[config.mk]
export PLATFORM = sky130hd
export DESIGN_NAME = cpsc_core_perf_ctrl
export DESIGN_NICKNAME = d
export VERILOG_FILES = /design/src/hdl/cpsc_pkg.sv /design/src/hdl/cpsc_vid_if.sv /design/src/hdl/cpsc_core_perf_ctrl.sv /design/src/hdl/cpsc_vid_slam.sv /design/src/hdl/cpsc_uncore_arb.sv
export SDC_FILE = /design/constraint.sdc
export NUM_CORES = 1
export LEC_CHECK = 0
export ABC_AREA = 1
export BUFFER_PORTS_ARGS = -buffer_cell sky130_fd_sc_hd__buf_2
export CORE_MARGIN = 3
export CORE_UTILIZATION = 40
export CTS_CLUSTER_SIZE = 10
export DETAILED_ROUTE_END_ITERATION = 6
export MAX_ROUTING_LAYER = met4
export PLACE_DENSITY = 0.61
export SYNTH_ARGS = -nofsm -noshare
export SYNTH_HDL_FRONTEND = slang
export SYNTH_SLANG_ARGS = --single-unit
[constraint.sdc]
create_clock -name clock -period 10.16 [get_ports clock]
set_input_delay 1.524 -clock clock [delete_from_list [all_inputs] [get_ports clock]]
set_output_delay 1.524 -clock clock [all_outputs]
set_load 0.005 [all_outputs]
[src/hdl/cpsc_pkg.sv]
// Package with constants and types of the core performance-state controller.
`default_nettype none
package cpsc_pkg;
  localparam int NUM_CORES = 2;
  localparam int CORE_W    = 1;
  localparam int NUM_PS    = 8;
  localparam int PS_W      = 3;
  localparam int VID_W     = 8;
  localparam int DIV_W     = 3;
  localparam int FREQ_W    = 6;
  localparam int CST_W     = 2;
  localparam int RAMP_W    = 8;
  localparam int ADDR_W    = 8;
  localparam int DATA_W    = 32;
  localparam int NUM_USUB  = 3;

  // Register byte offsets; per-core registers repeat at REG_STRIDE.
  localparam logic [7:0] REG_REQ_BASE  = 8'h00;
  localparam logic [7:0] REG_STAT_BASE = 8'h08;
  localparam logic [7:0] REG_LIMIT     = 8'h10;
  localparam logic [7:0] REG_CFG       = 8'h14;
  localparam logic [7:0] REG_CSTATE    = 8'h18;
  localparam logic [7:0] REG_USW       = 8'h1C;
  localparam logic [7:0] REG_VIDSTAT   = 8'h20;
  localparam logic [7:0] REG_BOOT      = 8'h24;
  localparam logic [7:0] REG_TABLE     = 8'h40;
  localparam logic [7:0] TABLE_MASK    = 8'hE0;
  localparam logic [7:0] REG_STRIDE    = 8'h04;
  localparam int         TBL_IDX_LSB   = 2;

  // Field positions.
  localparam int LIM_LIMIT_LSB = 0;
  localparam int LIM_MAX_LSB   = 4;
  localparam int CFG_NOTIFY    = 0;
  localparam int CFG_CAPABLE   = 1;
  localparam int CFG_RAMP_LSB  = 8;
  localparam int ENT_VID_LSB   = 0;
  localparam int ENT_DIV_LSB   = 8;
  localparam int ENT_VALID     = 16;
  localparam int VS_UNC_LSB    = 8;

  // Reset values.
  localparam logic [PS_W-1:0]   RST_LIMIT    = 3'h0;
  localparam logic [PS_W-1:0]   RST_MAXV     = 3'h7;
  localparam logic [RAMP_W-1:0] RST_RAMP     = 8'h04;
  localparam logic [VID_W-1:0]  RST_USW      = 8'hFF;
  localparam logic [VID_W-1:0]  RST_VID_BASE = 8'h20;
  localparam logic [VID_W-1:0]  RST_VID_STEP = 8'h08;
  localparam logic [CST_W-1:0]  CST_C0       = 2'h0;

  typedef struct packed {
    logic              valid;
    logic [DIV_W-1:0]  div;
    logic [VID_W-1:0]  vid;
  } cpsc_entry_type;

  typedef enum logic [4:0] {
    ST_IDLE = 5'b00001,
    ST_FREQ = 5'b00010,
    ST_VID  = 5'b00100,
    ST_WAIT = 5'b01000,
    ST_DONE = 5'b10000
  } cpsc_state_type;

  // Table entry contents after reset: all valid, slowing with the index.
  function automatic cpsc_entry_type rst_entry(input logic [PS_W-1:0] k);
    cpsc_entry_type e;
    e.valid = 1'b1;
    e.div   = DIV_W'(k);
    e.vid   = RST_VID_BASE + RST_VID_STEP * VID_W'(k);
    return e;
  endfunction
endpackage
`default_nettype wire

[src/hdl/cpsc_vid_if.sv]
// Interface between the sequencer and the core supply voltage slammer.
`default_nettype none
interface cpsc_vid_if;
  import cpsc_pkg::*;
  logic             req;
  logic [VID_W-1:0] vid;
  logic [VID_W-1:0] boot_vid;
  logic             busy;
  modport seq  (output req, output vid, output boot_vid, input busy);
  modport slam (input req, input vid, input boot_vid, output busy);
endinterface
`default_nettype wire

[src/hdl/cpsc_core_perf_ctrl.sv]
// Core performance-state controller: registers, sequencer, C-state actions.
//
// Implementation choices: the register addresses and the plain strobed port.
`default_nettype none
module cpsc_core_perf_ctrl
  import cpsc_pkg::*;
(
  input  wire logic                                clock,
  input  wire logic                                rst_n,
  input  wire logic                                ce,
  input  wire logic [cpsc_pkg::ADDR_W-1:0]         reg_addr,
  input  wire logic [cpsc_pkg::DATA_W-1:0]         reg_wdata,
  input  wire logic                                reg_wr,
  input  wire logic                                reg_rd,
  output logic      [cpsc_pkg::DATA_W-1:0]         reg_rdata,
  input  wire logic [cpsc_pkg::PS_W-1:0]           boot_perf_state_select,
  input  wire logic [cpsc_pkg::FREQ_W-1:0]         main_pll_freq_code,
  input  wire logic [cpsc_pkg::NUM_USUB-1:0][cpsc_pkg::VID_W-1:0] usub_vid,
  output logic [cpsc_pkg::NUM_CORES-1:0][cpsc_pkg::FREQ_W-1:0] core_freq,
  output logic [cpsc_pkg::NUM_CORES-1:0][cpsc_pkg::DIV_W-1:0]  core_div,
  output logic [cpsc_pkg::NUM_CORES-1:0][cpsc_pkg::CST_W-1:0]  core_cst_act,
  output logic      [cpsc_pkg::CST_W-1:0]          pkg_cst_act,
  output logic      [cpsc_pkg::VID_W-1:0]          core_supply_vid,
  output logic                                     core_vid_strobe,
  output logic      [cpsc_pkg::VID_W-1:0]          uncore_supply_vid,
  output logic                                     notify_cycle,
  output logic      [cpsc_pkg::CORE_W-1:0]         notify_core,
  output logic      [cpsc_pkg::PS_W-1:0]           notify_state
);
  import cpsc_pkg::*;

  typedef struct packed {
    cpsc_entry_type [NUM_PS-1:0]          tbl;
    logic [NUM_CORES-1:0][PS_W-1:0]       req;
    logic [NUM_CORES-1:0][PS_W-1:0]       cur;
    logic [NUM_CORES-1:0][DIV_W-1:0]      div;
    logic [NUM_CORES-1:0][FREQ_W-1:0]     freq;
    logic [NUM_CORES-1:0][CST_W-1:0]      cst_req;
    logic [NUM_CORES-1:0][CST_W-1:0]      cst_act;
    logic [CST_W-1:0]                     pkg_act;
    logic [PS_W-1:0]                      limit;
    logic [PS_W-1:0]                      maxv;
    logic [PS_W-1:0]                      boot;
    logic                                 notify_en;
    logic [RAMP_W-1:0]                    ramp;
    logic [VID_W-1:0]                     usw;
    cpsc_state_type                       st;
    logic [CORE_W-1:0]                    sel;
    logic [PS_W-1:0]                      tgt;
    logic                                 up;
    logic [VID_W-1:0]                     vid;
    logic                                 vid_req;
    logic                                 notify;
    logic [CORE_W-1:0]                    ncore;
    logic [PS_W-1:0]                      nstate;
    logic [DATA_W-1:0]                    rdata;
  } cpsc_ctrl_type;

  cpsc_ctrl_type                    s_q, s_d;
  logic [NUM_CORES-1:0][PS_W-1:0]   clamp;
  logic [NUM_CORES-1:0]             want;
  logic [VID_W-1:0]                 uncore_vid;
  cpsc_vid_if                       vif ();

  // Per-core target: the request held between limit and floor, used only
  // when the selected entry is valid.
  for (genvar g = 0; g < NUM_CORES; g++) begin : g_core
    always_comb begin
      clamp[g] = s_q.req[g];
      if (clamp[g] < s_q.limit) begin
        clamp[g] = s_q.limit;
      end
      if (clamp[g] > s_q.maxv) begin
        clamp[g] = s_q.maxv;
      end
      want[g] = (clamp[g] != s_q.cur[g]) && s_q.tbl[clamp[g]].valid;
    end
  end

  // Voltage for a P-state number.
  function automatic logic [VID_W-1:0] vid_of(input cpsc_ctrl_type s,
                                              input logic [PS_W-1:0] p);
    return s.tbl[p].vid;
  endfunction

  // Main next-state process: register port, sequencer, C-state actions.
  always_comb begin
    logic [PS_W-1:0]   best;
    logic [PS_W-1:0]   ps;
    logic [3:0]        nvalid;
    logic              found;
    logic [CORE_W-1:0] pick;
    logic              all_idle;
    logic [CST_W-1:0]  shallow;
    best = '1;
    ps = '0;
    nvalid = '0;
    found = 1'b0;
    pick = '0;
    all_idle = 1'b1;
    shallow = '1;
    s_d = s_q;
    s_d.vid_req = 1'b0;
    s_d.notify = 1'b0;
    s_d.rdata = '0;

    // Register writes.
    if (reg_wr) begin
      for (int i = 0; i < NUM_CORES; i++) begin
        if (reg_addr == REG_REQ_BASE + REG_STRIDE * 8'(i)) begin
          s_d.req[i] = reg_wdata[PS_W-1:0];
        end
      end
      if (reg_addr == REG_LIMIT) begin
        s_d.limit = reg_wdata[LIM_LIMIT_LSB +: PS_W];
        s_d.maxv  = reg_wdata[LIM_MAX_LSB +: PS_W];
      end
      if (reg_addr == REG_CFG) begin
        s_d.notify_en = reg_wdata[CFG_NOTIFY];
        s_d.ramp = reg_wdata[CFG_RAMP_LSB +: RAMP_W];
      end
      if (reg_addr == REG_CSTATE) begin
        s_d.cst_req = reg_wdata[NUM_CORES*CST_W-1:0];
      end
      if (reg_addr == REG_USW) begin
        s_d.usw = reg_wdata[VID_W-1:0];
      end
      if (reg_addr == REG_BOOT) begin
        s_d.boot = reg_wdata[PS_W-1:0];
      end
      // Fields are placed one by one: the word layout is sparser than
      // the packed entry, so a whole-word copy would shift the valid bit.
      if ((reg_addr & TABLE_MASK) == REG_TABLE) begin
        s_d.tbl[reg_addr[TBL_IDX_LSB +: PS_W]].valid =
          reg_wdata[ENT_VALID];
        s_d.tbl[reg_addr[TBL_IDX_LSB +: PS_W]].div =
          reg_wdata[ENT_DIV_LSB +: DIV_W];
        s_d.tbl[reg_addr[TBL_IDX_LSB +: PS_W]].vid =
          reg_wdata[ENT_VID_LSB +: VID_W];
      end
    end

    // Register reads, answered in the following cycle.
    if (reg_rd) begin
      for (int i = 0; i < NUM_CORES; i++) begin
        if (reg_addr == REG_REQ_BASE + REG_STRIDE * 8'(i)) begin
          s_d.rdata[PS_W-1:0] = s_q.req[i];
        end
        if (reg_addr == REG_STAT_BASE + REG_STRIDE * 8'(i)) begin
          s_d.rdata[PS_W-1:0] = s_q.cur[i];
        end
      end
      if (reg_addr == REG_LIMIT) begin
        s_d.rdata[LIM_LIMIT_LSB +: PS_W] = s_q.limit;
        s_d.rdata[LIM_MAX_LSB +: PS_W] = s_q.maxv;
      end
      if (reg_addr == REG_CFG) begin
        s_d.rdata[CFG_NOTIFY] = s_q.notify_en;
        s_d.rdata[CFG_CAPABLE] = 1'b1;
        s_d.rdata[CFG_RAMP_LSB +: RAMP_W] = s_q.ramp;
      end
      if (reg_addr == REG_CSTATE) begin
        s_d.rdata[NUM_CORES*CST_W-1:0] = s_q.cst_req;
      end
      if (reg_addr == REG_USW) begin
        s_d.rdata[VID_W-1:0] = s_q.usw;
      end
      if (reg_addr == REG_VIDSTAT) begin
        s_d.rdata[VID_W-1:0] = core_supply_vid;
        s_d.rdata[VS_UNC_LSB +: VID_W] = uncore_vid;
      end
      if (reg_addr == REG_BOOT) begin
        s_d.rdata[PS_W-1:0] = s_q.boot;
      end
      if ((reg_addr & TABLE_MASK) == REG_TABLE) begin
        s_d.rdata[ENT_VALID] =
          s_q.tbl[reg_addr[TBL_IDX_LSB +: PS_W]].valid;
        s_d.rdata[ENT_DIV_LSB +: DIV_W] =
          s_q.tbl[reg_addr[TBL_IDX_LSB +: PS_W]].div;
        s_d.rdata[ENT_VID_LSB +: VID_W] =
          s_q.tbl[reg_addr[TBL_IDX_LSB +: PS_W]].vid;
      end
    end

    // Dynamic changes need at least two valid entries.
    for (int k = 0; k < NUM_PS; k++) begin
      nvalid = nvalid + 4'(s_q.tbl[k].valid);
    end

    // Lowest-numbered core with pending work is served first.
    for (int i = NUM_CORES - 1; i >= 0; i--) begin
      if (want[i]) begin
        found = 1'b1;
        pick = CORE_W'(i);
      end
    end

    // Fastest state among cores, the in-flight core at its target.
    for (int i = 0; i < NUM_CORES; i++) begin
      ps = (CORE_W'(i) == s_q.sel) ? s_q.tgt : s_q.cur[i];
      if (ps < best) begin
        best = ps;
      end
    end

    // Transition sequencer; once left idle it returns only through done or reset.
    case (s_q.st)
      ST_IDLE: begin
        if (found && (nvalid > 4'h1)) begin
          s_d.sel = pick;
          s_d.tgt = clamp[pick];
          s_d.up  = clamp[pick] > s_q.cur[pick];
          s_d.st  = (clamp[pick] > s_q.cur[pick]) ? ST_FREQ : ST_VID;
        end
      end
      ST_FREQ: begin
        s_d.div[s_q.sel] = s_q.tbl[s_q.tgt].div;
        s_d.st = s_q.up ? ST_VID : ST_DONE;
      end
      ST_VID: begin
        if (vid_of(s_q, best) != s_q.vid) begin
          s_d.vid = vid_of(s_q, best);
          s_d.vid_req = 1'b1;
          s_d.st = ST_WAIT;
        end else begin
          s_d.st = s_q.up ? ST_DONE : ST_FREQ;
        end
      end
      ST_WAIT: begin
        if (!vif.busy) begin
          s_d.st = s_q.up ? ST_DONE : ST_FREQ;
        end
      end
      ST_DONE: begin
        s_d.cur[s_q.sel] = s_q.tgt;
        s_d.notify = s_q.notify_en;
        // Core and state hold their last notified values while disabled.
        if (s_q.notify_en) begin
          s_d.ncore = s_q.sel;
          s_d.nstate = s_q.tgt;
        end
        s_d.st = ST_IDLE;
      end
      default: begin
        s_d.st = ST_IDLE;
      end
    endcase

    // Core frequency follows the PLL code and each core's divisor.
    for (int i = 0; i < NUM_CORES; i++) begin
      s_d.freq[i] = main_pll_freq_code >> s_q.div[i];
    end

    // C-state actions: per core always, package only when all are idle.
    for (int i = 0; i < NUM_CORES; i++) begin
      s_d.cst_act[i] = s_q.cst_req[i];
      if (s_q.cst_req[i] == CST_C0) begin
        all_idle = 1'b0;
      end
      if (s_q.cst_req[i] < shallow) begin
        shallow = s_q.cst_req[i];
      end
    end
    s_d.pkg_act = all_idle ? shallow : CST_C0;

    // Synchronous reset: the strap is caught while reset is low, so the
    // boot state is both requested and reported afterwards.
    if (!rst_n) begin
      s_d = '0;
      for (int k = 0; k < NUM_PS; k++) begin
        s_d.tbl[k] = rst_entry(PS_W'(k));
      end
      for (int i = 0; i < NUM_CORES; i++) begin
        s_d.req[i] = boot_perf_state_select;
        s_d.cur[i] = boot_perf_state_select;
        s_d.div[i] = rst_entry(boot_perf_state_select).div;
        s_d.cst_req[i] = CST_C0;
        s_d.cst_act[i] = CST_C0;
      end
      s_d.boot = boot_perf_state_select;
      s_d.vid = rst_entry(boot_perf_state_select).vid;
      s_d.limit = RST_LIMIT;
      s_d.maxv = RST_MAXV;
      s_d.ramp = RST_RAMP;
      s_d.usw = RST_USW;
      s_d.st = ST_IDLE;
    end
  end

  // Reset wins over the clock enable so a frozen block still restarts.
  always_ff @(posedge clock) begin
    if (!rst_n || ce) begin
      s_q <= s_d;
    end
  end

  // Sequencer side of the voltage slammer.
  assign vif.req      = s_q.vid_req;
  assign vif.vid      = s_q.vid;
  assign vif.boot_vid = rst_entry(boot_perf_state_select).vid;

  cpsc_vid_slam u_slam (
    .clock      (clock),
    .rst_n      (rst_n),
    .ce         (ce),
    .ramp_wait  (s_q.ramp),
    .vif        (vif.slam),
    .vid_out    (core_supply_vid),
    .vid_strobe (core_vid_strobe)
  );

  cpsc_uncore_arb u_arb (
    .clock      (clock),
    .rst_n      (rst_n),
    .ce         (ce),
    .sub_vid    (usub_vid),
    .sw_vid     (s_q.usw),
    .uncore_vid (uncore_vid)
  );

  // Outputs straight from flip-flops.
  assign uncore_supply_vid = uncore_vid;
  assign reg_rdata    = s_q.rdata;
  assign core_freq    = s_q.freq;
  assign core_div     = s_q.div;
  assign core_cst_act = s_q.cst_act;
  assign pkg_cst_act  = s_q.pkg_act;
  assign notify_cycle = s_q.notify;
  assign notify_core  = s_q.ncore;
  assign notify_state = s_q.nstate;
endmodule // cpsc_core_perf_ctrl
`default_nettype wire

[src/hdl/cpsc_vid_slam.sv]
// Core supply voltage code register with ramp wait after increases.
`default_nettype none
module cpsc_vid_slam
  import cpsc_pkg::*;
(
  input  wire logic                      clock,
  input  wire logic                      rst_n,
  input  wire logic                      ce,
  input  wire logic [RAMP_W-1:0]         ramp_wait,
  cpsc_vid_if.slam                       vif,
  output logic      [VID_W-1:0]          vid_out,
  output logic                           vid_strobe
);
  typedef struct packed {
    logic [VID_W-1:0]  vid;
    logic              strobe;
    logic [RAMP_W-1:0] cnt;
  } cpsc_slam_type;

  cpsc_slam_type s_q, s_d;

  // The new code jumps straight to its target; a lower code is a
  // higher voltage and arms the ramp wait, a higher code does not.
  always_comb begin
    s_d = s_q;
    s_d.strobe = 1'b0;
    if (s_q.cnt != '0) begin
      s_d.cnt = s_q.cnt - RAMP_W'(1);
    end
    if (vif.req) begin
      s_d.vid = vif.vid;
      s_d.strobe = 1'b1;
      if (vif.vid < s_q.vid) begin
        s_d.cnt = ramp_wait;
      end
    end
    if (!rst_n) begin
      s_d = '0;
      s_d.vid = vif.boot_vid;
    end
  end

  // Reset acts even while the clock enable is low.
  always_ff @(posedge clock) begin
    if (!rst_n || ce) begin
      s_q <= s_d;
    end
  end

  assign vif.busy   = vif.req || (s_q.cnt != '0);
  assign vid_out    = s_q.vid;
  assign vid_strobe = s_q.strobe;
endmodule // cpsc_vid_slam
`default_nettype wire

[src/hdl/cpsc_uncore_arb.sv]
// Uncore supply voltage arbiter: the lowest code among all requests wins.
`default_nettype none
module cpsc_uncore_arb
  import cpsc_pkg::*;
(
  input  wire logic                           clock,
  input  wire logic                           rst_n,
  input  wire logic                           ce,
  input  wire logic [NUM_USUB-1:0][VID_W-1:0] sub_vid,
  input  wire logic [VID_W-1:0]               sw_vid,
  output logic      [VID_W-1:0]               uncore_vid
);
  typedef struct packed {
    logic [VID_W-1:0] vid;
  } cpsc_arb_type;

  cpsc_arb_type               s_q, s_d;
  logic [NUM_USUB:0][VID_W-1:0] chain;

  // A chain of minimum stages, the software request seeding it.
  assign chain[0] = sw_vid;
  for (genvar g = 0; g < NUM_USUB; g++) begin : g_min
    assign chain[g+1] = (sub_vid[g] < chain[g]) ? sub_vid[g] : chain[g];
  end

  always_comb begin
    s_d.vid = chain[NUM_USUB];
    if (!rst_n) begin
      s_d.vid = RST_USW;
    end
  end

  always_ff @(posedge clock) begin
    if (!rst_n || ce) begin
      s_q <= s_d;
    end
  end

  assign uncore_vid = s_q.vid;
endmodule // cpsc_uncore_arb
`default_nettype wire

* After elaboration in Yosys (flattened, before gate mapping) *
Index checks and enable logic that the tools add are counted.

word-level totals
  register bits after elaboration = 243
  bits of input ports = 78
  output and inout port bits = 78
  logic and storage cells = 253

operators by class
  add/subtract/negate cells = 9
  order comparisons = 23
  equal/unequal tests = 37
  shift-type cells = 2
  mux-type cells = 91
  reduce and logical (&&, ||, !) cells = 32

operator list
  kind                count
  $bwmux 96           3
  $bmux 12 s3         5
  $mux 122            1
  $demux 12 s3        3
  $mux 102            1
  $mux 96             1
  $mux 8              10
  $mux 3              24
  $mux 17             3
  $mux 12             4
  $reduce_and 3->1    13
  $ne 2x1->1 const B  17
  $mux 11             3
  $eq 8x5->1 const B  4
  $lt 8x8->1          4
  $mux 5              6
  $mux 9              3
  $mux 26             1
  $lt 3x4->1 const B  5
  $pmux 5 s4          1
  $mux 6              3
  $add 4x1->4         4
  $eq 8x4->1 const B  2
  $eq 8x6->1 const B  2
  other kinds (39)    71

* Logic depth before layout (Yosys ltp) *
Gate-level depths: netlist of the first run.

  depth after elaboration = 16
  mapped depth = 34
  mapped depth without buffers = 33

* Cells and area by module *
A second synthesis of the first run with hierarchy kept.

second synthesis, totals
  cells, all modules = 1847
  area total of the unflattened synthesis = 14943.1 um2

modules (own cells, without submodules)
  module               times used  cells an instance  area an instance (um2)  sequential area each (um2)
  cpsc_core_perf_ctrl  1           1499               12468.2                 6095.8
  cpsc_vid_slam        1           178                1348.8                  510.5
  cpsc_uncore_arb      1           170                1126.1                  240.2

* Worst setup path before layout of the first run *
OpenSTA, ideal clock, no wires.

  path type = input to register
  start = input reg_addr[7] in the netlist's numbering
  end = register s_q[122] in the netlist's numbering (enable)
  library setup time = 684 ps
  data arrival time = 9046 ps
  data required time = 9476 ps
  slack = 430 ps
  stages on the path = 3
  buffers on the path = 0
  cells stage by stage = nor3_1 > inv_1 > o21ai_0

on the way
  longest elaborated chain between the ends = 3

RTL lines
  element                     line                        text
  start, declared             cpsc_core_perf_ctrl.sv:11   input wire logic [cpsc_pkg::ADDR_W-1:0] reg_addr,
  $eq 3x2->1                  cpsc_core_perf_ctrl.sv:133  if ((reg_addr & TABLE_MASK) == REG_TABLE) begin
  $ne 2x1->1 (no line)        n/a
  $reduce_and 3->1 (no line)  n/a
  end signal, assigned        cpsc_core_perf_ctrl.sv:293  s_q <= s_d;
  end, declared               cpsc_core_perf_ctrl.sv:59   cpsc_ctrl_type s_q, s_d;

Every way passes these cells.
A chain may end at the register's enable or synchronous reset.

* Worst setup path in the final report of the first run *
  start = input usub_vid[5] in the netlist's numbering
  end = register u_arb.s_q (netlist bit u_arb.uncore_vid[4]), data pin

on the way
  longest elaborated chain between the ends = 6

RTL lines
  element               line                       text
  start, declared       cpsc_core_perf_ctrl.sv:18  input wire logic [cpsc_pkg::NUM_USUB-1:0][cpsc_pkg::VID_W-1:0] usub_vid,
  $lt 8x8->1            cpsc_uncore_arb.sv:23      assign chain[g+1] = (sub_vid[g] < chain[g]) ? sub_vid[g] : chain[g];
  $mux 8 (*)            cpsc_uncore_arb.sv:23
  $lt 8x8->1            cpsc_uncore_arb.sv:23
  $mux 8 (*)            cpsc_uncore_arb.sv:23
  $lt 8x8->1            cpsc_uncore_arb.sv:23
  $mux 8 (*)            cpsc_uncore_arb.sv:23
  end signal, assigned  cpsc_uncore_arb.sv:35      s_q <= s_d;
  end, declared         cpsc_uncore_arb.sv:17      cpsc_arb_type s_q, s_d;

Every way passes the cells marked *; elsewhere a longest branch is shown, timed or not.

==> results of run 1 <==
flip-flops by register name, indices dropped and copies added, names as in the netlist:
name               count
notify_state           3
core_freq             12
reg_rdata             17
pkg_cst_act            2
s_q                  148
u_slam.vid_strobe      1
core_cst_act           4
u_arb.uncore_vid       8
u_slam.vid_out         8
notify_core            1
vif.vid                8
notify_cycle           1
u_slam.s_q             8
vif.req                1
core_div               6
worst max-delay path: cells and delay by family:
kind	cells	cell delay (ns)
AO/OA/AOI/OAI	8	2.18
adder cells (fa/ha/maj)	3	0.89
buffers and inverters	3	0.38
AND/OR/NAND/NOR	8	1.35
where the power goes:
group / switching [W] / internal [W]
Sequential: 0.0000803 / 0.00115
Clock: 0.000373 / 0.000494
Combinational: 0.000818 / 0.000348
final timing paths:
check / depth (start not counted) / end / slack [ns]
max: 22 / u_arb.uncore_vid[4]$_SDFFCE_PN1P_ / 4.10
min: 2 / s_q[155]$_SDFFCE_PN1P_ / 0.58
max reg2reg: 19 / vif.vid[5]$_DFFE_PP_ / 4.72
min reg2reg: 2 / s_q[155]$_SDFFCE_PN1P_ / 0.58
kinds of logic (layout without fill, tap and decap cells):
group	after synthesis	count (layout)	synth area share, %
AOI/OAI and AO/OA	444	444	17.87
xor gates and xnor gates	10	10	0.6173
adders and majority gates	55	55	5.062
buffers and inverters	347	396	11.36
DFF	228	228	48.25
other	1	17	0.02643
and+or+nand+nor	574	574	16.82
cell usage after synthesis (all sizes together), types with 5 or more instances:
cell type / n / area, um2
nor3: 6 / 30.03
clkinv: 6 / 22.52
nand2: 331 / 1265
a22oi: 23 / 172.7
a31oi: 9 / 56.30
xor2: 10 / 87.58
o22ai: 9 / 56.30
a221oi: 8 / 70.07
a21oi: 127 / 643.1
nand3: 105 / 540.5
o2111ai: 5 / 43.79
clkbuf: 48 / 181.4
a211oi: 12 / 90.09
ha: 51 / 638.1
nand4: 6 / 37.54
nor2: 116 / 447.9
edfxtp: 228 / 6847
buf: 84 / 620.6
inv: 209 / 787.0
o21ai: 202 / 1022
o211ai: 32 / 240.2
final cells by class:
| class | instances | area [um2] |
|---|---|---|
| Fill cell | 3382 | 19170 |
| Sequential cell | 228 | 6847 |
| Timing Repair Buffer | 141 | 748.2 |
| Clock buffer | 33 | 719.4 |
| Inverter | 215 | 809.5 |
| Multi-Input combinational cell | 1098 | 5802 |
| Tap cell | 455 | 569.3 |
| Antenna cell | 2 | 5.005 |
| Clock inverter | 7 | 43.79 |
layer usage:
layer	up-vias	GRT usage, %	part of all wire [%]
met3	114	4.819	9.4
met4	0	8.324	4.1
li1	5772	-	-
met1	5552	29.09	41
met5	-	-	0
met2	575	35.28	45
stage by stage:
stage / hold WS (ns) / setup WS, ns / area, um2
after detailed placement: 0.5682 / 3.583 / 14780
after global placement: 0.5594 / 3.613 / 14780
after CTS: 0.5828 / 4.162 / 15540
after global routing: 0.6207 / 3.417 / 15540
after floorplan: 0.5399 / 0.4304 / 14240
final: 0.5846 / 4.103 / 15540
==> run_results.csv, run 1 <==
group,metric,value,unit
worst_hold_path,worstHoldStart,"s_q[155]$_SDFFCE_PN1P_",
clock_network,post_cts_resized,0,
drt,postRouteWirelength,42.84,mm
drt,wl_per_cell,19.66,um
worst_setup_path,cp-start-kind,"input port",
worst_setup_path,cp_slowest_cell,"a211oi_1",
clock_network,cts_made_buffers,28,
worst_setup_path,worstPathArrival,6.32,ns
worst_setup_path,path_cells,"buf_2 -> ha_1 -> a21oi_1 -> o21a_1 -> nand2_1 -> o21ai_0 -> ha_1 -> a21oi_1 -> nor2_1 -> a211oi_1 -> nand2_1 -> inv_1 -> nand2_1 -> o21ai_0 -> inv_1 -> ha_1 -> a21oi_1 -> nor2_1 -> a211oi_1 -> nand2_1 -> nand2_1 -> nand3_1",
timing,rsz0062_at_grt,"no",
worst_hold_path,min_path_type,"flip-flop to flip-flop",
timing,clock.fmax,165.1,MHz
yosys,ys_types,52,
yosys,async_flop_share,0,%
floorplan,die_x,194.3,um
timing,finalClockSkew,0.01497,ns
global_routing,overflow,0,
place,dp_hpwl,30.67,mm
finish,final_cell_mix,"nand2_1, edfxtp_1, inv_1",
global_routing,grt_pass1_vias,11510,
timing,tns,0,ns
worst_setup_path,critPathKind,"input port to flip-flop",
finish,final_cells,2179,
pwr,power_density,210.0,nW/um2
clock_network,cts.sinks,228,
clock_network,clk_pin_slew,0.06,ns
clock_network,cts_tree,"built",
flow_run,maxCapViolCount,0,
worst_setup_path,regToRegStartpoint,"s_q[50]$_SDFFCE_PN0P_",
pwr,power,0.003265,W
yosys,synth_edf_count,228,
drt,drt_pre_antenna_iters,6,
clock_network,worstSkewPairLatency,0.54,ns
clock_network,cts_root_buf,"clkbuf_16",
clock_network,clk_path_buf_depth,3,
yosys,ys.warnings.count,0,
worst_setup_path,worstSetupStartpoint,"usub_vid[5]",
place,numPortBuffers,125,
yosys,synth_ff_type,"edfxtp_1",
worst_setup_path,crit_path_max_incr_delay,0.84,ns
worst_setup_path,critPathMostFrequentCell,"nand2_1",
timing,drv_slew,0,
timing,setup_viol,0,
finish,layout.nets,1845,
clock_network,cts_hold_buf,0,
global_routing,grt_first_pass_wirelength,65.91,mm
floorplan,die-area,37770,um2
yosys,ys_seq_elements,228,
timing,worst_pin_slew,1.258,ns
yosys,yosysSeqAreaShare,48.25,%
timing,slew_headroom,15.27,%
place,dpl.cell_count,2137,
yosys,synth_area_per_cell,8.553,um2
worst_setup_path,cp_max_fo,15,
floorplan,num_rows,68,
pwr,leakage,6.591,nW
yosys,syn_area,14190,um2
worst_setup_path,worstPathRequired,10.42,ns
drt,postRouteAntennaNets,0,
yosys,synthCells,1659,
clock_network,cts-htree-levels,1,
floorplan,pin_count,156,
floorplan,start_util,40.87,%
place,routabilityCongestion,0.9426,
global_routing,grt_max_degree,84,
finish,utilization,44.78,%
drt,viasPerCell,5.513,
clock_network,postCtsSetupBuffers,0,
run_status,status,"complete, no violations",
floorplan,core-area,34710,um2
finish,layout-drive-gt1-share,11.67,%
worst_setup_path,endpoint_kind,"flip-flop",
timing,fin_crit_sh,59.61,%
floorplan,dieHeight,194.3,um
drt,drcViolationCount,0,
drt,drt-initial-drc-count,1176,
global_routing,track_usage,22.57,%
finish,final_common_cell,"nand2_1",
timing,min_period,6.057,ns
timing,hold_viol_final,0,
pwr,ir_drop,0.1474,mV
drt,vias,12010,
global_routing,antenna_found_initial,2,
finish,syn_to_final_growth,9.551,%
No activity file was read; power rests on OpenSTA's default activity.
==> inputs of run 2 (changes only) <==
--- a/config.mk
+++ b/config.mk
@@ -12,7 +12,7 @@
 export CTS_CLUSTER_SIZE = 10
 export DETAILED_ROUTE_END_ITERATION = 6
 export MAX_ROUTING_LAYER = met4
-export PLACE_DENSITY = 0.61
+export PLACE_DENSITY = 0.59
 export SYNTH_ARGS = -nofsm -noshare
 export SYNTH_HDL_FRONTEND = slang
 export SYNTH_SLANG_ARGS = --single-unit
==> constraint.sdc (replaced) <==
create_clock -name clock -period 6.1 [get_ports clock]
set_input_delay 0.915 -clock clock [delete_from_list [all_inputs] [get_ports clock]]
set_output_delay 0.915 -clock clock [all_outputs]
set_load 0.005 [all_outputs]
==> run_results.csv, run 2 (synthesis results as in run 1) <==
group,metric,value,unit
finish,syn_to_final_growth,9.744,%
worst_setup_path,cp_slowest_cell,"o21ai_1",
finish,final_cells,2182,
clock_network,postCtsSetupBuffers,0,
pwr,p_switching,0.002131,W
finish,layout-drive-gt1-share,11.88,%
drt,drt_pre_antenna_iters,5,
place,dp_hpwl,30.99,mm
timing,finalClockSkew,0.02820,ns
timing,clock.fmax,194.1,MHz
clock_network,clk_pin_slew,0.06,ns
worst_setup_path,critPathMostFrequentCell,"nand2_1",
place,numPortBuffers,125,
finish,layout.nets,1850,
timing,hold_viol_final,0,
floorplan,start_util,40.87,%
worst_setup_path,endpoint_kind,"flip-flop",
run_status,status,"complete, no violations",
floorplan,pin_count,156,
global_routing,overflow,0,
timing,rsz0062_at_grt,"no",
floorplan,die-area,37770,um2
timing,fin_crit_sh,84.47,%
timing,worst_pin_slew,1.169,ns
clock_network,clk_path_buf_depth,3,
worst_setup_path,path_depth,28,
worst_hold_path,whs_path_depth,2,
drt,wl_per_cell,19.91,um
drt,drt-initial-drc-count,1021,
pwr,clock_power_share,26.9,%
clock_network,cts.sinks,228,
finish,final_cell_mix,"nand2_1, edfxtp_1, inv_1",
worst_setup_path,rr_worst_depth,28,
drt,postRouteWirelength,43.44,mm
timing,slew_headroom,21.23,%
worst_setup_path,cp_max_fo,13,
floorplan,core-area,34710,um2
pwr,power_density,350.6,nW/um2
clock_network,worstSkewPairLatency,0.56,ns
drt,viasPerCell,5.478,
drt,drcViolationCount,0,
worst_setup_path,worstPathArrival,5.46,ns
worst_setup_path,crit_family,"compound AO/OA/AOI/OAI gates",
clock_network,cts_made_buffers,28,
timing,min_period,5.153,ns
worst_setup_path,worstPathRequired,6.41,ns
timing,tns,0,ns
finish,utilization,44.86,%
global_routing,antenna_found_initial,1,
finish,final_common_cell,"nand2_1",
place,routabilityCongestion,0.9035,
timing,setup_viol,0,
global_routing,grt_first_pass_wirelength,66.98,mm
floorplan,die_x,194.3,um
clock_network,cts-htree-levels,1,
clock_network,cts_root_buf,"clkbuf_16",
drt,vias,11950,
pwr,pwr-share-seq,37.5,%
clock_network,cts_hold_buf,0,
worst_setup_path,cp-start-kind,"flip-flop",
global_routing,track_usage,23.03,%
floorplan,num_rows,68,
pwr,ir_drop,0.2477,mV
place,dpl.cell_count,2142,
clock_network,post_cts_resized,0,
global_routing,grt_max_degree,87,
flow_run,maxCapViolCount,0,
clock_network,cts_tree,"built",
worst_hold_path,min_path_type,"flip-flop to flip-flop",
worst_setup_path,critPathKind,"flip-flop to flip-flop",
finish,top_register,"s_q",
worst_setup_path,cp.buffers_inverters,6,
pwr,leakage,6.617,nW
pwr,swShare,39.03,%
finish,largest_reg_flops,148,
pwr,internal_power,0.003329,W
floorplan,dieHeight,194.3,um
drt,postRouteAntennaNets,0,
worst_setup_path,crit_path_max_incr_delay,0.46,ns
pwr,pwr-share-comb,35.6,%
timing,drv_slew,0,
global_routing,grt_pass1_vias,11520,
==> run 2: cell count changes in the layout (fill, tap and decap cells not counted) <==
cell | previous run | this run
clkinv_1 | 11 | 9
nor2_1 | 111 | 113
nor2_2 | 4 | 2
buf_4 | 17 | 22
clkinv_2 | 0 | 1
diode_2 | 2 | 1
==> run 2: power by group through the flow <==
stage	clock network (W)	registers, W	logic, W
5_1_grt	0.00155	0.00207	0.00219
3_5_place_dp	0	0.00208	0.00192
4_1_cts	0.00148	0.00205	0.00193
3_3_place_gp	0	0.00208	0.00189
2_1_floorplan	0	0.00202	0.00148
6_report	0.00147	0.00205	0.00194
==> run 2: metrics by stage <==
stage                     setup slack, ns  hold WS [ns]  cell area (um2)  power [W]
final                              0.9471        0.5810            15570   0.005460
after global routing               0.3553        0.6237            15570   0.005807
after CTS                          0.9791        0.5878            15570   0.005456
after detailed placement           0.6920        0.5720            14810   0.003998
after global placement             0.8083        0.5608            14810   0.003964
after floorplan                     1.116        0.5399            14240   0.003502
==> run 2: final timing paths <==
kind / endpoint / startpoint / slack, ns
worst max register to register: s_q[53]$_SDFFCE_PN0P_ / s_q[81]$_SDFFCE_PN0P_ / 0.95
worst min register to register: s_q[163]$_SDFFCE_PN1P_ / s_q[163]$_SDFFCE_PN1P_ / 0.58
worst max-delay path: s_q[53]$_SDFFCE_PN0P_ / s_q[81]$_SDFFCE_PN0P_ / 0.95
worst min-delay path: s_q[163]$_SDFFCE_PN1P_ / s_q[163]$_SDFFCE_PN1P_ / 0.58
==> run 2: worst reg2reg max path: cells and delay by family, from the launching register on <==
family | cells | cell delay (ns)
compound gates | 9 | 2.01
fa+ha+maj | 3 | 0.97
buf+inv | 6 | 0.64
flops | 1 | 0.31
simple gates | 10 | 0.98
==> run 2: per-layer routing <==
metal | global-route usage [%] | part of all wire, %
met5 | - | 0
met4 | 6.170 | 2.6
met3 | 3.432 | 7.5
met2 | 37.06 | 47
met1 | 30.69 | 43
==> run 2: area by class of cell <==
cell class              instances  area, um2
well taps                     455      569.3
diodes                          1      2.502
flip-flops and latches        228       6847
multi-input cells            1098       5797
clock buffers                  33      719.4
repair buffers                146      785.8
clock inverters                 6      41.29
fillers                      3403      19140
inverters                     215      809.5
==> inputs of run 3 (changes only) <==
--- a/config.mk
+++ b/config.mk
@@ -5,7 +5,7 @@
 export SDC_FILE = /design/constraint.sdc
 export NUM_CORES = 1
 export LEC_CHECK = 0
-export ABC_AREA = 1
+export ABC_AREA = 0
 export BUFFER_PORTS_ARGS = -buffer_cell sky130_fd_sc_hd__buf_2
 export CORE_MARGIN = 3
 export CORE_UTILIZATION = 40
==> constraint.sdc (replaced) <==
create_clock -name clock -period 4.8 [get_ports clock]
set_input_delay 0.72 -clock clock [delete_from_list [all_inputs] [get_ports clock]]
set_output_delay 0.72 -clock clock [all_outputs]
set_load 0.005 [all_outputs]
==> run_results.csv, run 3 <==
group,metric,value,unit
finish,largest_reg_flops,148,
floorplan,start_util,41.09,%
worst_setup_path,path_cells,"inv_2 -> ha_1 -> a21o_1 -> a21oi_2 -> mux2_4 -> ha_4 -> nor2b_1 -> o21ai_1 -> a32o_2 -> buf_6 -> mux2_4 -> xnor2_1 -> a32o_2 -> and3_4 -> mux2i_4 -> ha_1 -> nor2b_1 -> o21a_1 -> o21ai_2 -> inv_1 -> nand2_1 -> a21oi_1 -> a41o_1",
worst_setup_path,worstPathArrival,5.15,ns
yosys,yosysSeqAreaShare,46.28,%
pwr,ir_drop,0.2762,mV
pwr,clock_power_share,25.6,%
worst_setup_path,endpoint_kind,"flip-flop",
yosys,ys.warnings.count,0,
worst_setup_path,worstPathRequired,5.09,ns
timing,slew_headroom,36.57,%
yosys,syn_area,14790,um2
drt,postRouteWirelength,46.06,mm
floorplan,core-area,36000,um2
run_status,violations,"design-rule violations, negative setup slack",
place,dp_hpwl,32.40,mm
timing,min_period,4.860,ns
yosys,synth_area_per_cell,10.14,um2
yosys,synth.area.top_cells,"edfxtp_1, nand2_1, mux4_2",
global_routing,overflow,0,
worst_setup_path,critPathKind,"flip-flop to flip-flop",
worst_setup_path,crit_family,"compound AO/OA/AOI/OAI gates",
place,dpl.cell_count,2011,
drt,viasPerCell,5.799,
finish,final_common_cell,"nand2_1",
global_routing,grt_max_degree,97,
global_routing,grt_pass1_vias,11600,
timing,fin_ws,-0.06046,ns
finish,syn_to_final_growth,16.78,%
yosys,ys_seq_elements,228,
timing,hold_slack,0.4761,ns
floorplan,die-area,39330,um2
drt,vias,12020,
yosys,yosys.area.top_type_share,46.28,%
timing,hold_viol_final,0,
pwr,swShare,34.76,%
timing,finalClockSkew,0.008381,ns
clock_network,cts_made_buffers,28,
pwr,pwr-share-comb,38.8,%
drt,drt_pre_antenna_iters,7,
clock_network,clk_pin_slew,0.06,ns
drt,drcViolationCount,4,
finish,final_cell_mix,"nand2_1, edfxtp_1, buf_2",
yosys,async_flop_share,0,%
finish,layout.nets,1732,
clock_network,cts_tree,"built",
worst_setup_path,crit_path_max_incr_delay,0.41,ns
timing,setup_viol,1,
pwr,power,0.007321,W
yosys,synth_common_cells,"nand2_1, edfxtp_1, a21oi_1",
worst_setup_path,cp_max_fo,5,
clock_network,cts_root_buf,"clkbuf_16",
pwr,p_switching,0.002545,W
finish,top_register,"s_q",
clock_network,worstSkewPairLatency,0.54,ns
global_routing,track_usage,23.43,%
finish,utilization,47.99,%
drt,drt-initial-drc-count,1259,
worst_setup_path,cp.buffers_inverters,3,
global_routing,antenna_found_initial,1,
finish,layout-drive-gt1-share,25.65,%
global_routing,grt_first_pass_wirelength,68.55,mm
worst_setup_path,cp_slowest_cell,"edfxtp_1",
yosys,synthCells,1459,
worst_setup_path,cp-start-kind,"flip-flop",
pwr,leakage,6.999,nW
floorplan,pin_count,156,
clock_network,clk_path_buf_depth,3,
place,numPortBuffers,125,
yosys,synth_ff_type,"edfxtp_1",
clock_network,cts.sinks,228,
clock_network,cts_hold_buf,0,
floorplan,num_rows,69,
yosys,ys_types,74,
finish,fill_cells,3309,
yosys,synth_most_common_cell,"nand2_1",
pwr,power_density,423.8,nW/um2
timing,fin_crit_sh,101.3,%
timing,rsz0062_at_grt,"yes",
drt,postRouteAntennaNets,0,
pwr,pwr-share-seq,35.6,%
yosys,synth_edf_count,228,
timing,clock.fmax,205.7,MHz
finish,final_cells,2072,
yosys,yosysTopAreaCell,"edfxtp_1",
place,routabilityCongestion,0.9153,
flow_run,maxCapViolCount,0,
clock_network,cts-htree-levels,1,
drt,wl_per_cell,22.23,um
timing,drv_slew,0,
floorplan,die_x,198.3,um
run_status,status,"complete, but fails checks",
worst_hold_path,min_path_type,"input port to flip-flop",
floorplan,dieHeight,198.3,um
timing,worst_pin_slew,0.9471,ns
pwr,internal_power,0.004776,W
[run 3: cell types whose count changed in the layout (fill, tap and decap cells not counted), sizes merged, moves of 21 or more]
| cell | before | now |
|---|---|---|
| mux4 | 0 | 37 |
| nand2 | 331 | 264 |
| nor2 | 116 | 87 |
| o21ai | 202 | 43 |
| buf | 146 | 248 |
| nand3 | 105 | 46 |
| mux2 | 0 | 23 |
| mux2i | 0 | 47 |
| a21o | 1 | 22 |
| inv | 210 | 75 |
[run 3: metrics by stage]
stage	TNS [ns]	setup slack (ns)	cell area [um2]
2_1_floorplan	-1.235	-0.3218	14960
3_3_place_gp	-4.341	-0.5023	16090
3_5_place_dp	-5.316	-0.6004	16090
4_1_cts	-0.02127	-0.02127	17070
5_1_grt	-2.078	-0.2401	17280
6_report	-0.06046	-0.06046	17280
[run 3: what timing repair did]
| item | CTS | global route |
|---|---|---|
| pin swaps | 13 | 15 |
| setup buffers | 9 | 9 |
| gates cloned | 1 | 0 |
| gates resized for setup | 30 | 31 |
| setup endpoints to repair | 11 | 21 |
[run 3: area by class of cell]
| cell class | instances | area [um2] | area share (%) |
|---|---|---|---|
| inverter | 76 | 285.3 | 1.651 |
| timing repair buffer | 248 | 1615 | 9.350 |
| antenna | 1 | 2.502 | 0.01448 |
| clock buffer | 34 | 744.5 | 4.309 |
| clock inverter | 7 | 30.03 | 0.1738 |
| multi-input combinational | 1017 | 7176 | 41.53 |
| sequential | 228 | 6847 | 39.63 |
| tap | 461 | 576.8 | 3.339 |
[run 3: power groups by stage]
stage / clock [W] / combinational, W / sequential, W
2_1_floorplan: 0 / 0.00190 / 0.00256
3_3_place_gp: 0 / 0.00257 / 0.00263
3_5_place_dp: 0 / 0.00262 / 0.00264
4_1_cts: 0.00189 / 0.00272 / 0.00260
5_1_grt: 0.00197 / 0.00308 / 0.00263
6_report: 0.00187 / 0.00284 / 0.00261
[run 3: worst paths after layout]
| check | start | end | slack (ns) | cells after the start |
|---|---|---|---|---|
| max | s_q[80]$_SDFFCE_PN0P_ | s_q[52]$_SDFFCE_PN0P_ | -0.06 | 23 |
| min reg2reg | s_q[139]$_SDFFCE_PN1P_ | s_q[139]$_SDFFCE_PN1P_ | 0.60 | 2 |
| min | reg_wdata[14] | s_q[70]$_SDFFCE_PN0P_ | 0.48 | 2 |
| max reg2reg | s_q[80]$_SDFFCE_PN0P_ | s_q[52]$_SDFFCE_PN0P_ | -0.06 | 23 |
[run 3: routing by layer]
layer | track usage [%] | up-vias | routed length [um]
met5 | - | - | 0
met4 | 10.25 | 0 | 2384
met3 | 4.033 | 123 | 3723
met2 | 36.24 | 553 | 21000
met1 | 30.43 | 5814 | 18950
li1 | - | 5526 | -
[run 3: cells by family after synthesis]
group,share of synthesized area [%]
simple gates,15.63
compound gates,13.42
buf+inv,7.933
flops,46.28
mux,10.67
fa+ha+maj,4.855
xor+xnor,1.184
other cells,0.02535
